===== src/verilog/irr_pkg.sv =====
// constants shared by the inductive result readout block
package irr_pkg;
   // register addresses (7-bit spi address space)
   localparam logic [6:0] IRR_ADDR_CEILING  = 7'h01;
   localparam logic [6:0] IRR_ADDR_FLOOR    = 7'h02;
   localparam logic [6:0] IRR_ADDR_CONFIG   = 7'h04;
   localparam logic [6:0] IRR_ADDR_POWER    = 7'h0b;
   localparam logic [6:0] IRR_ADDR_STATUS   = 7'h20;
   localparam logic [6:0] IRR_ADDR_PROX_LO  = 7'h21;
   localparam logic [6:0] IRR_ADDR_PROX_HI  = 7'h22;
   localparam logic [6:0] IRR_ADDR_FREQ_LO  = 7'h23;
   localparam logic [6:0] IRR_ADDR_FREQ_MID = 7'h24;
   localparam logic [6:0] IRR_ADDR_FREQ_HI  = 7'h25;
   // reset values
   localparam logic [7:0] IRR_RST_CEILING   = 8'h0e;
   localparam logic [7:0] IRR_RST_FLOOR     = 8'h14;
   localparam logic [7:0] IRR_RST_CONFIG    = 8'h00;
   localparam logic [7:0] IRR_RST_POWER     = 8'h00;
   // field positions
   localparam int         IRR_POWER_EN_BIT  = 0;
   localparam int         IRR_STATUS_RDY_BIT = 6;
   localparam int         IRR_SPI_RW_BIT    = 7;
   // response time: code 2 -> 192 oscillator periods, doubling per code
   localparam logic [2:0]  IRR_RESP_CODE_MIN = 3'h2;
   localparam logic [15:0] IRR_RESP_BASE     = 16'h00c0;
   localparam logic [15:0] IRR_RESP_DIVISOR  = 16'h0003;
   localparam logic [23:0] IRR_FREQ_MAX      = 24'hffffff;
   // range code to 16-bit impedance limit
   localparam logic [10:0] IRR_LIMIT_FILL    = 11'h7ff;
endpackage


===== src/verilog/irr_reg_if.sv =====
// register access carrier between the spi front end and the result bank
`timescale 1ns/1ps
`default_nettype none
interface irr_reg_if;
   logic       rd_req;
   logic       wr_stb;
   logic [6:0] addr;
   logic [7:0] wdata;
   logic [7:0] rdata;
   modport spi  (output rd_req, output wr_stb, output addr, output wdata, input rdata);
   modport regs (input rd_req, input wr_stb, input addr, input wdata, output rdata);
endinterface
`default_nettype wire


===== src/verilog/irr_spi_port.sv =====
// spi slave front end: pin synchronisers, byte framing, address auto-increment
`timescale 1ns/1ps
`default_nettype none
module irr_spi_port
   import irr_pkg::*;
(
   input  wire logic sys_clk,
   input  wire logic rst,
   input  wire logic spi_sclk,
   input  wire logic spi_cs_n,
   input  wire logic spi_sdi,
   output logic      spi_sdo,
   output logic      spi_sdo_oe,
   irr_reg_if.spi    bus
);
   logic [2:0] sclk_s, cs_s, sdi_s;
   logic       sclk_f, cs_f, next_sclk_f, next_cs_f;
   logic [2:0] bit_cnt, next_bit_cnt;
   logic [6:0] shin, next_shin;
   logic [7:0] shout, next_shout, wdata, next_wdata;
   logic [6:0] addr, next_addr;
   logic       first, next_first, rw, next_rw, fresh, next_fresh;
   logic       rd_req, next_rd_req, wr_stb, next_wr_stb, load;
   logic       next_sdo, next_sdo_oe, rise, fall;
   logic [7:0] byte_in;

   assign bus.rd_req = rd_req;
   assign bus.wr_stb = wr_stb;
   assign bus.addr   = addr;
   assign bus.wdata  = wdata;

   always_comb begin
      // a pin change counts only once stages two and three agree
      next_sclk_f  = (sclk_s[1] == sclk_s[2]) ? sclk_s[2] : sclk_f;
      next_cs_f    = (cs_s[1] == cs_s[2]) ? cs_s[2] : cs_f;
      rise         = next_sclk_f & ~sclk_f;
      fall         = ~next_sclk_f & sclk_f;
      byte_in      = {shin, sdi_s[2]};
      next_bit_cnt = bit_cnt;
      next_shin    = shin;
      next_shout   = shout;
      next_wdata   = wdata;
      next_addr    = addr;
      next_first   = first;
      next_rw      = rw;
      next_fresh   = fresh;
      next_rd_req  = 1'b0;
      next_wr_stb  = 1'b0;
      if (wr_stb) begin
         next_addr = addr + 7'h01;
      end
      if (load) begin
         next_shout = bus.rdata;
         next_fresh = 1'b1;
      end
      if (next_cs_f) begin
         next_bit_cnt = 3'h0;
         next_first   = 1'b1;
         next_rw      = 1'b0;
      end else begin
         if (rise) begin
            next_bit_cnt = bit_cnt + 3'h1;
            next_shin    = byte_in[6:0];
            if (bit_cnt == 3'h7) begin
               if (first) begin
                  next_first  = 1'b0;
                  next_rw     = byte_in[IRR_SPI_RW_BIT];
                  next_addr   = byte_in[6:0];
                  next_rd_req = byte_in[IRR_SPI_RW_BIT];
               end else if (rw) begin
                  next_addr   = addr + 7'h01;
                  next_rd_req = 1'b1;
               end else begin
                  next_wdata  = byte_in;
                  next_wr_stb = 1'b1;
               end
            end
         end
         // the first falling edge after a load presents bit 7, so it must not shift;
         // a load landing on a falling edge wins, so the fresh byte is never shifted
         if (fall && !load) begin
            if (fresh) begin
               next_fresh = 1'b0;
            end else begin
               next_shout = {shout[6:0], 1'b0};
            end
         end
      end
      next_sdo    = next_shout[7];
      next_sdo_oe = ~next_cs_f & next_rw & ~next_first;
   end

   always_ff @(posedge sys_clk or posedge rst) begin
      if (rst) begin
         sclk_s     <= 3'h0;
         cs_s       <= 3'h7;
         sdi_s      <= 3'h0;
         sclk_f     <= 1'b0;
         cs_f       <= 1'b1;
         bit_cnt    <= 3'h0;
         shin       <= 7'h00;
         shout      <= 8'h00;
         wdata      <= 8'h00;
         addr       <= 7'h00;
         first      <= 1'b1;
         rw         <= 1'b0;
         fresh      <= 1'b0;
         rd_req     <= 1'b0;
         wr_stb     <= 1'b0;
         load       <= 1'b0;
         spi_sdo    <= 1'b0;
         spi_sdo_oe <= 1'b0;
      end else begin
         sclk_s     <= {sclk_s[1:0], spi_sclk};
         cs_s       <= {cs_s[1:0], spi_cs_n};
         sdi_s      <= {sdi_s[1:0], spi_sdi};
         sclk_f     <= next_sclk_f;
         cs_f       <= next_cs_f;
         bit_cnt    <= next_bit_cnt;
         shin       <= next_shin;
         shout      <= next_shout;
         wdata      <= next_wdata;
         addr       <= next_addr;
         first      <= next_first;
         rw         <= next_rw;
         fresh      <= next_fresh;
         rd_req     <= next_rd_req;
         wr_stb     <= next_wr_stb;
         load       <= rd_req;
         spi_sdo    <= next_sdo;
         spi_sdo_oe <= next_sdo_oe;
      end
   end
endmodule // irr_spi_port
`default_nettype wire


===== src/verilog/irr_readout.sv =====
// result bank, configuration registers and sample engine of the inductive readout
`timescale 1ns/1ps
`default_nettype none
// Function
// RULE1 - proximity 16-bit read-only at 0x21, 0x22
// RULE2 - frequency count bytes at 0x23, 0x24, 0x25
// RULE3 - snapshot taken only when read of 0x21 begins
// RULE4 - snapshot held until next 0x21 read
// RULE5 - host starts every result read at 0x21
// RULE6 - sample rate is oscillator over response/3
// RULE7 - impedance clipped to floor and ceiling limits
// RULE8 - range floor resets to 0x14
// RULE9 - host writes only defined range codes
// RULE10 - status bit 6 flags new data
// RULE11 - convert only while power bit 0 set
// RULE12 - reads of 0x22..0x25 never refresh snapshot
module irr_readout
   import irr_pkg::*;
(
   input  wire logic        sys_clk,
   input  wire logic        rst,
   input  wire logic        spi_sclk,
   input  wire logic        spi_cs_n,
   input  wire logic        spi_sdi,
   output logic             spi_sdo,
   output logic             spi_sdo_oe,
   input  wire logic        sensor_osc,
   input  wire logic [15:0] impedance_raw
);
   import irr_pkg::*;

   // ****************************************************************
   // spi front end
   // ****************************************************************
   irr_reg_if bus ();

   irr_spi_port irr_spi_port_i (
      .sys_clk    (sys_clk),
      .rst        (rst),
      .spi_sclk   (spi_sclk),
      .spi_cs_n   (spi_cs_n),
      .spi_sdi    (spi_sdi),
      .spi_sdo    (spi_sdo),
      .spi_sdo_oe (spi_sdo_oe),
      .bus        (bus)
   );

   function automatic logic [15:0] range_limit(input logic [7:0] code, input logic top);
      // larger codes stand for lower impedance, so the limit falls as the code rises
      range_limit = {~code[4:0], top ? IRR_LIMIT_FILL : 11'h000};
   endfunction

   // ****************************************************************
   // configuration registers
   // ****************************************************************
   logic [7:0] range_ceiling, range_floor, sensor_cfg, power_cfg;
   logic [7:0] next_ceiling, next_floor, next_cfg, next_power;
   logic       conv_en;

   always_comb begin
      next_ceiling = range_ceiling;
      next_floor   = range_floor;
      next_cfg     = sensor_cfg;
      next_power   = power_cfg;
      if (bus.wr_stb) begin
         unique case (bus.addr)
            IRR_ADDR_CEILING: next_ceiling = bus.wdata;
            IRR_ADDR_FLOOR:   next_floor   = bus.wdata;
            IRR_ADDR_CONFIG:  next_cfg     = bus.wdata;
            IRR_ADDR_POWER:   next_power   = {7'h00, bus.wdata[IRR_POWER_EN_BIT]};
            default:          next_power   = power_cfg;
         endcase
      end
   end

   always_ff @(posedge sys_clk or posedge rst) begin
      if (rst) begin
         range_ceiling <= IRR_RST_CEILING;
         range_floor   <= IRR_RST_FLOOR; // [RULE8]
         sensor_cfg    <= IRR_RST_CONFIG;
         power_cfg     <= IRR_RST_POWER;
      end else begin
         range_ceiling <= next_ceiling;
         range_floor   <= next_floor;
         sensor_cfg    <= next_cfg;
         power_cfg     <= next_power;
      end
   end

   assign conv_en = power_cfg[IRR_POWER_EN_BIT]; // [RULE11]

   // ****************************************************************
   // sample engine
   // ****************************************************************
   logic [2:0]  osc_s;
   logic        osc_f, next_osc_f, osc_rise;
   logic [15:0] edge_cnt, next_edge_cnt, divisor;
   logic [23:0] clk_cnt, next_clk_cnt, latest_freq, next_latest_freq;
   logic [15:0] latest_prox, next_latest_prox, floor_lim, ceil_lim;
   logic        sample_done, next_sample_done;
   logic [2:0]  resp_code;

   always_comb begin
      next_osc_f = (osc_s[1] == osc_s[2]) ? osc_s[2] : osc_f;
      osc_rise   = next_osc_f & ~osc_f;
      // reserved response codes run at the shortest setting
      resp_code  = (sensor_cfg[2:0] < IRR_RESP_CODE_MIN) ? IRR_RESP_CODE_MIN : sensor_cfg[2:0];
      divisor    = (IRR_RESP_BASE << (resp_code - IRR_RESP_CODE_MIN)) / IRR_RESP_DIVISOR;
      floor_lim  = range_limit(range_floor, 1'b0);
      ceil_lim   = range_limit(range_ceiling, 1'b1);
      next_edge_cnt    = edge_cnt;
      next_clk_cnt     = (clk_cnt == IRR_FREQ_MAX) ? clk_cnt : clk_cnt + 24'h000001;
      next_latest_freq = latest_freq;
      next_latest_prox = latest_prox;
      next_sample_done = 1'b0;
      if (!conv_en) begin // [RULE11]
         next_edge_cnt = 16'h0000;
         next_clk_cnt  = 24'h000000;
      end else if (osc_rise) begin
         if (edge_cnt >= divisor - 16'h0001) begin // [RULE6]
            // take the count including this cycle before the counter restarts
            next_latest_freq = next_clk_cnt;
            next_edge_cnt    = 16'h0000;
            next_clk_cnt     = 24'h000000;
            next_sample_done = 1'b1;
            if (impedance_raw > ceil_lim) begin // [RULE7]
               next_latest_prox = ceil_lim;
            end else if (impedance_raw < floor_lim) begin
               next_latest_prox = floor_lim;
            end else begin
               next_latest_prox = impedance_raw;
            end
         end else begin
            next_edge_cnt = edge_cnt + 16'h0001;
         end
      end
   end

   always_ff @(posedge sys_clk or posedge rst) begin
      if (rst) begin
         osc_s       <= 3'h0;
         osc_f       <= 1'b0;
         edge_cnt    <= 16'h0000;
         clk_cnt     <= 24'h000000;
         latest_freq <= 24'h000000;
         latest_prox <= 16'h0000;
         sample_done <= 1'b0;
      end else begin
         osc_s       <= {osc_s[1:0], sensor_osc};
         osc_f       <= next_osc_f;
         edge_cnt    <= next_edge_cnt;
         clk_cnt     <= next_clk_cnt;
         latest_freq <= next_latest_freq;
         latest_prox <= next_latest_prox;
         sample_done <= next_sample_done;
      end
   end

   // ****************************************************************
   // result snapshot, status and read mux
   // ****************************************************************
   logic [15:0] prox_snap, next_prox_snap;
   logic [23:0] freq_snap, next_freq_snap;
   logic        data_ready, next_data_ready, capture;
   logic [7:0]  rdata, next_rdata;

   assign bus.rdata = rdata;

   always_comb begin
      // the host must open each result sequence here to get one coherent set [RULE5]
      capture         = bus.rd_req && (bus.addr == IRR_ADDR_PROX_LO); // [RULE3] [RULE12]
      next_prox_snap  = capture ? latest_prox : prox_snap; // [RULE4]
      next_freq_snap  = capture ? latest_freq : freq_snap;
      // a sample landing in the capture cycle keeps the flag set
      next_data_ready = sample_done | (data_ready & ~capture); // [RULE10]
      next_rdata      = rdata;
      if (bus.rd_req) begin
         unique case (bus.addr)
            IRR_ADDR_CEILING:  next_rdata = range_ceiling;
            IRR_ADDR_FLOOR:    next_rdata = range_floor;
            IRR_ADDR_CONFIG:   next_rdata = sensor_cfg;
            IRR_ADDR_POWER:    next_rdata = power_cfg;
            // ready reads as 0, matching the active-low ready pin convention
            IRR_ADDR_STATUS: begin
               next_rdata                     = 8'h00;
               next_rdata[IRR_STATUS_RDY_BIT] = ~data_ready; // [RULE10]
            end
            IRR_ADDR_PROX_LO:  next_rdata = next_prox_snap[7:0]; // [RULE1]
            IRR_ADDR_PROX_HI:  next_rdata = prox_snap[15:8];
            IRR_ADDR_FREQ_LO:  next_rdata = freq_snap[7:0]; // [RULE2]
            IRR_ADDR_FREQ_MID: next_rdata = freq_snap[15:8];
            IRR_ADDR_FREQ_HI:  next_rdata = freq_snap[23:16];
            default:           next_rdata = 8'h00;
         endcase
      end
   end

   always_ff @(posedge sys_clk or posedge rst) begin
      if (rst) begin
         prox_snap  <= 16'h0000;
         freq_snap  <= 24'h000000;
         data_ready <= 1'b0;
         rdata      <= 8'h00;
      end else begin
         prox_snap  <= next_prox_snap;
         freq_snap  <= next_freq_snap;
         data_ready <= next_data_ready;
         rdata      <= next_rdata;
      end
   end

   // ****************************************************************
   // checks
   // ****************************************************************
   AST_CAPTURE_VALUE: assert property (@(posedge sys_clk) disable iff (rst) // [RULE3]
      capture |=> (prox_snap == $past(latest_prox)) && (freq_snap == $past(latest_freq)))
      else $error("snapshot did not take the latest conversion");
   AST_HOLD_SNAPSHOT: assert property (@(posedge sys_clk) disable iff (rst) // [RULE4]
      !capture |=> $stable(prox_snap) && $stable(freq_snap))
      else $error("snapshot changed without a read of the low proximity byte");
   AST_NO_REFRESH: assert property (@(posedge sys_clk) disable iff (rst) // [RULE12]
      bus.rd_req && (bus.addr > IRR_ADDR_PROX_LO) && (bus.addr <= IRR_ADDR_FREQ_HI)
      |=> $stable(prox_snap) && $stable(freq_snap))
      else $error("upper result read refreshed the snapshot");
   AST_PROX_LOW_READ: assert property (@(posedge sys_clk) disable iff (rst) // [RULE1]
      bus.rd_req && (bus.addr == IRR_ADDR_PROX_LO) |=> rdata == $past(latest_prox[7:0]))
      else $error("low proximity byte wrong");
   AST_FREQ_HIGH_READ: assert property (@(posedge sys_clk) disable iff (rst) // [RULE2]
      bus.rd_req && (bus.addr == IRR_ADDR_FREQ_HI) |=> rdata == freq_snap[23:16])
      else $error("high frequency byte wrong");
   AST_STANDBY: assert property (@(posedge sys_clk) disable iff (rst) // [RULE11]
      !conv_en |=> !sample_done)
      else $error("sample produced in standby");
   AST_RATE: assert property (@(posedge sys_clk) disable iff (rst) // [RULE6]
      conv_en && osc_rise && (edge_cnt == divisor - 16'h0001) |=> sample_done ##1 !sample_done)
      else $error("sample not produced at the response interval");
   AST_CLIP: assert property (@(posedge sys_clk) disable iff (rst) // [RULE7]
      sample_done && (floor_lim <= ceil_lim)
      |-> (latest_prox <= ceil_lim) && (latest_prox >= floor_lim))
      else $error("proximity result outside range limits");
   AST_FLOOR_RESET: assert property (@(posedge sys_clk) disable iff (rst) // [RULE8]
      $past(rst) |-> range_floor == IRR_RST_FLOOR)
      else $error("range floor reset value wrong");
   AST_READY_FLAG: assert property (@(posedge sys_clk) disable iff (rst) // [RULE10]
      sample_done |=> data_ready ##0 (capture || sample_done || data_ready) [*1])
      else $error("ready flag not set by a new sample");
   AST_READY_CLEAR: assert property (@(posedge sys_clk) disable iff (rst) // [RULE10]
      capture && !sample_done |=> !data_ready)
      else $error("ready flag not cleared by the snapshot read");
endmodule // irr_readout
`default_nettype wire


===== config.mk =====
export PLATFORM = sky130hd
export DESIGN_NAME = irr_readout
export DESIGN_NICKNAME = d
export VERILOG_FILES = /design/src/verilog/irr_pkg.sv /design/src/verilog/irr_reg_if.sv /design/src/verilog/irr_spi_port.sv /design/src/verilog/irr_readout.sv
export SDC_FILE = /design/constraint.sdc
export NUM_CORES = 1
export LEC_CHECK = 0
export ABC_AREA = 1
export BUFFER_PORTS_ARGS = -buffer_cell sky130_fd_sc_hd__buf_2
export CAP_MARGIN = 20
export CORE_ASPECT_RATIO = 0.8
export CORE_MARGIN = 2
export CORE_UTILIZATION = 50
export CTS_BUF_LIST = sky130_fd_sc_hd__clkbuf_8
export DETAILED_ROUTE_END_ITERATION = 7
export PLACE_DENSITY = 0.66
export REMOVE_ABC_BUFFERS = 1
export SLEW_MARGIN = 40
export SYNTH_ARGS = -nofsm -noshare
export SYNTH_HDL_FRONTEND = slang
export SYNTH_SLANG_ARGS = --single-unit
export TNS_END_PERCENT = 50

===== constraint.sdc =====
create_clock -name sys_clk -period 13.7 [get_ports sys_clk]
set_input_delay 2.74 -clock sys_clk [delete_from_list [all_inputs] [get_ports sys_clk]]
set_output_delay 2.74 -clock sys_clk [all_outputs]
set_load 0.02 [all_outputs]

==> out/results.ini <==
[placement]
hpwl_um = 21600
pre_cts_slack_ns = 1.202
gp_congestion = 0.8655
portBuffers = 23

[logic_synthesis]
synth-xor-area-share = 0.02510
yosys_most_used_dff = dfrtp_1
ys_warn_count = 0
synthCells = 1763
synth-edff-count = 0
ys_ff_latch = 210
ys_async_sr_fraction = 1.000
seq_area_frac_synth = 0.3973
yosys.area_share.adder = 0.03567
synth_top_family_by_area = simple AND/OR/NAND/NOR gates
muxShareOfSynthArea = 0.003020
synth-compound-area-share = 0.09419
synth-simple-area-share = 0.3527
synth_cell_type_count = 60
avgSynthCellArea_um2 = 7.520
synthesis.area_um2 = 13260

[clock_tree]
clock-sinks = 210
root_buffer = clkbuf_8
clk_path_buf_depth = 3
clk-insertion-delay-late_ns = 0.53
cts_inserted_buffers = 37
cts_tree = done
clkTransAtPathRegs_ns = 0.06
htreeDepth = 2

[critical_path]
crit_type = reg -> reg
cp_common_cell = nand2_1
r2r_end = clk_cnt[23]$_DFF_PP0_
crit_path_max_incr_delay_ns = 0.68
required_ns = 14.14
rrSetupSlack_ns = 1.38
cp_max_fo = 28
r2r_cells = 82
start_kind = flip-flop
end_kind = flip-flop
reg2reg_from = sensor_cfg[2]$_DFFE_PP0P_
cp_slowest_cell = dfrtp_1
cp.arrival_ns = 12.76

[layout]
fill_cells = 2563
drive_above_1_share = 0.1408
syn2layout_area_growth_pct = 8.163
nets = 1840
post-route-util = 0.5475
n_antenna_cell = 0

[timing]
worst_slack_ns = 1.380
tns_ns = 0
slew_viol_final = 0
fin_skew_ns = 0.03173
tightest_slew_ns = 1.272
rsz0062_at_grt = false
setup_viol = 0
slew_headroom = 0.1496
hold_viol = 0
period_share = 0.8993
whs_ns = 0.3480
fmax_ghz = 0.08117
period_minus_slack_ns = 12.32

[floorplan]
core-area_um2 = 26190
io_pins = 24
die_x_um = 186.1
chipHeight_um = 149.6
fp.dieArea_um2 = 27840
rows = 53
initial_utilization = 0.5061

[min_path]
min_from = osc_s[0]$_DFF_PP0_
holdPathStages = 0
hold_class = reg -> reg
hold_end = osc_s[1]$_DFF_PP0_

[power_and_ir_drop]
p_leak_nw = 7.571
peakVddDrop_uv = 90.52
total_power_mw = 1.256
p_per_area_nw_per_um2 = 87.58

[route]
drt_pass1_iterations = 5
drc = 0
dr.first_iter.drc_count = 658
via_count = 11280
wire_per_inst_um = 13.84
viasPerCell = 5.220
antenna_left = 0
wirelength_um = 29900

[job]
cap_violations = 0

[status]
status = complete, no violations

[global_routing]
grt_pass1_vias = 10700
grt_max_degree = 148
grt_usage = 0.2222
grt_overflow = 0
antenna_found_initial = 0
grt_pass1_wl_um = 50930

-- cells by family after synthesis --
family	after synthesis
xor+xnor	38
flops	210
compound gates	215
simple gates	968
mux	4
other cells	2
buf+inv	288
fa+ha+maj	38
-- routing by layer --
metal  share of wire  wire [um]  vias to the layer above  track usage
li1                -          -                     5699            -
met1            0.49      14650                     5291       0.3224
met2            0.45      13440                      244       0.3554
met3           0.043       1298                       46      0.02434
met4           0.017        520                        0      0.05709
met5               0          0                        -            0
-- critical path: cells and delay by family (launching register included) --
kind | cells | cell delay (ns)
compound gates | 1 | 0.11
buf+inv | 8 | 0.56
xor+xnor | 1 | 0.19
fa+ha+maj | 10 | 2.39
simple gates | 62 | 8.30
flops | 1 | 0.68
-- cells in the mapped netlist, types with 19 or more instances --
master,n,share of area
nand2_1,527,0.15
inv_1,214,0.061
dfrtp_1,200,0.38
nand3_1,135,0.051
o21ai_0,109,0.041
nor2_1,108,0.031
a21oi_1,43,0.016
nand2_2,38,0.018
ha_1,37,0.035
xor2_1,30,0.020
clkbuf_1,28,0.0079
nand4_1,28,0.013
nor2_4,28,0.024
nand3_2,22,0.017
nor2_2,21,0.0099
inv_2,20,0.0057
nor3_1,19,0.0072
-- placed cells by master (no fill, tap or decap), types with 3 or more instances in the layout --
| cell type | instances |
|---|---|
| a21o_1 | 3 |
| a21oi_1 | 43 |
| a221oi_1 | 3 |
| a22o_1 | 5 |
| buf_2 | 23 |
| buf_4 | 3 |
| clkbuf_8 | 42 |
| clkinv_2 | 4 |
| dfrtp_1 | 200 |
| dfstp_2 | 10 |
| ha_1 | 37 |
| inv_1 | 225 |
| inv_2 | 21 |
| mux2i_1 | 4 |
| nand2_1 | 526 |
| nand2_2 | 39 |
| nand2_4 | 11 |
| nand3_1 | 135 |
| nand3_2 | 23 |
| nand3_4 | 5 |
| nand3b_1 | 10 |
| nand4_1 | 28 |
| nand4_2 | 3 |
| nor2_1 | 105 |
| nor2_2 | 23 |
| nor2_4 | 29 |
| nor3_1 | 19 |
| nor4_1 | 6 |
| o2111ai_1 | 5 |
| o211ai_1 | 6 |
| o21ai_0 | 109 |
| o21bai_1 | 8 |
| o22ai_1 | 14 |
| xnor2_1 | 8 |
| xor2_1 | 30 |
-- report_power, final --
part           total (mW)  internal [mW]  switching (mW)
combinational      0.0441         0.0123          0.0318
clock               0.566          0.317           0.249
sequential          0.646          0.635          0.0111
-- registers in the layout (all words and copies together) (netlist names), 8 cells and up --
signal,flops
clk_cnt,24
freq_snap,24
latest_freq,24
edge_cnt,16
latest_prox,16
prox_snap,16
bus.rdata,8
irr_spi_port_i.bus.wdata,8
irr_spi_port_i.shout,8
range_ceiling,8
range_floor,8
sensor_cfg,8
-- area by class of cell --
cell class                 instances  area, um2  share of cell area
multi-input combinational       1266       6820              0.4756
inverter                         238      913.4             0.06369
clock inverter                    20      137.6            0.009598
tap                              357      446.7             0.03115
sequential                       210       5268              0.3673
timing repair buffer              28      176.4             0.01230
clock buffer                      42      578.1             0.04031
-- repair_timing --
action | in CTS | in global routing
setup buffers | 0 | 0
hold buffers | 0 | 0
endpoints found under the setup margin | 0 | 65
resized for setup | 0 | 1
-- per-stage QoR --
step           std cells  area (um2)
2_1_floorplan       1713       12950
3_3_place_gp        2097       13560
3_5_place_dp        2097       13570
4_1_cts             2159       14290
5_1_grt             2161       14340
6_report            2161       14340
-- worst max path at each step --
stage / from / endpoint / slack (ns) / cells after the start
after CTS: sensor_cfg[2]$_DFFE_PP0P_ / latest_freq[1]$_DFFE_PP0P_ / 1.20 / 82
after global placement: sensor_cfg[2]$_DFFE_PP0P_ / latest_freq[19]$_DFFE_PP0P_ / 1.64 / 81
after floorplan: sensor_cfg[2]$_DFFE_PP0P_ / clk_cnt[0]$_DFF_PP0_ / 3.06 / 82
after global routing: sensor_cfg[2]$_DFFE_PP0P_ / clk_cnt[1]$_DFF_PP0_ / 0.008 / 84
final: sensor_cfg[2]$_DFFE_PP0P_ / clk_cnt[23]$_DFF_PP0_ / 1.38 / 82
after detailed placement: sensor_cfg[2]$_DFFE_PP0P_ / latest_freq[16]$_DFFE_PP0P_ / 1.20 / 81
Power figures use the tool's default switching activity.
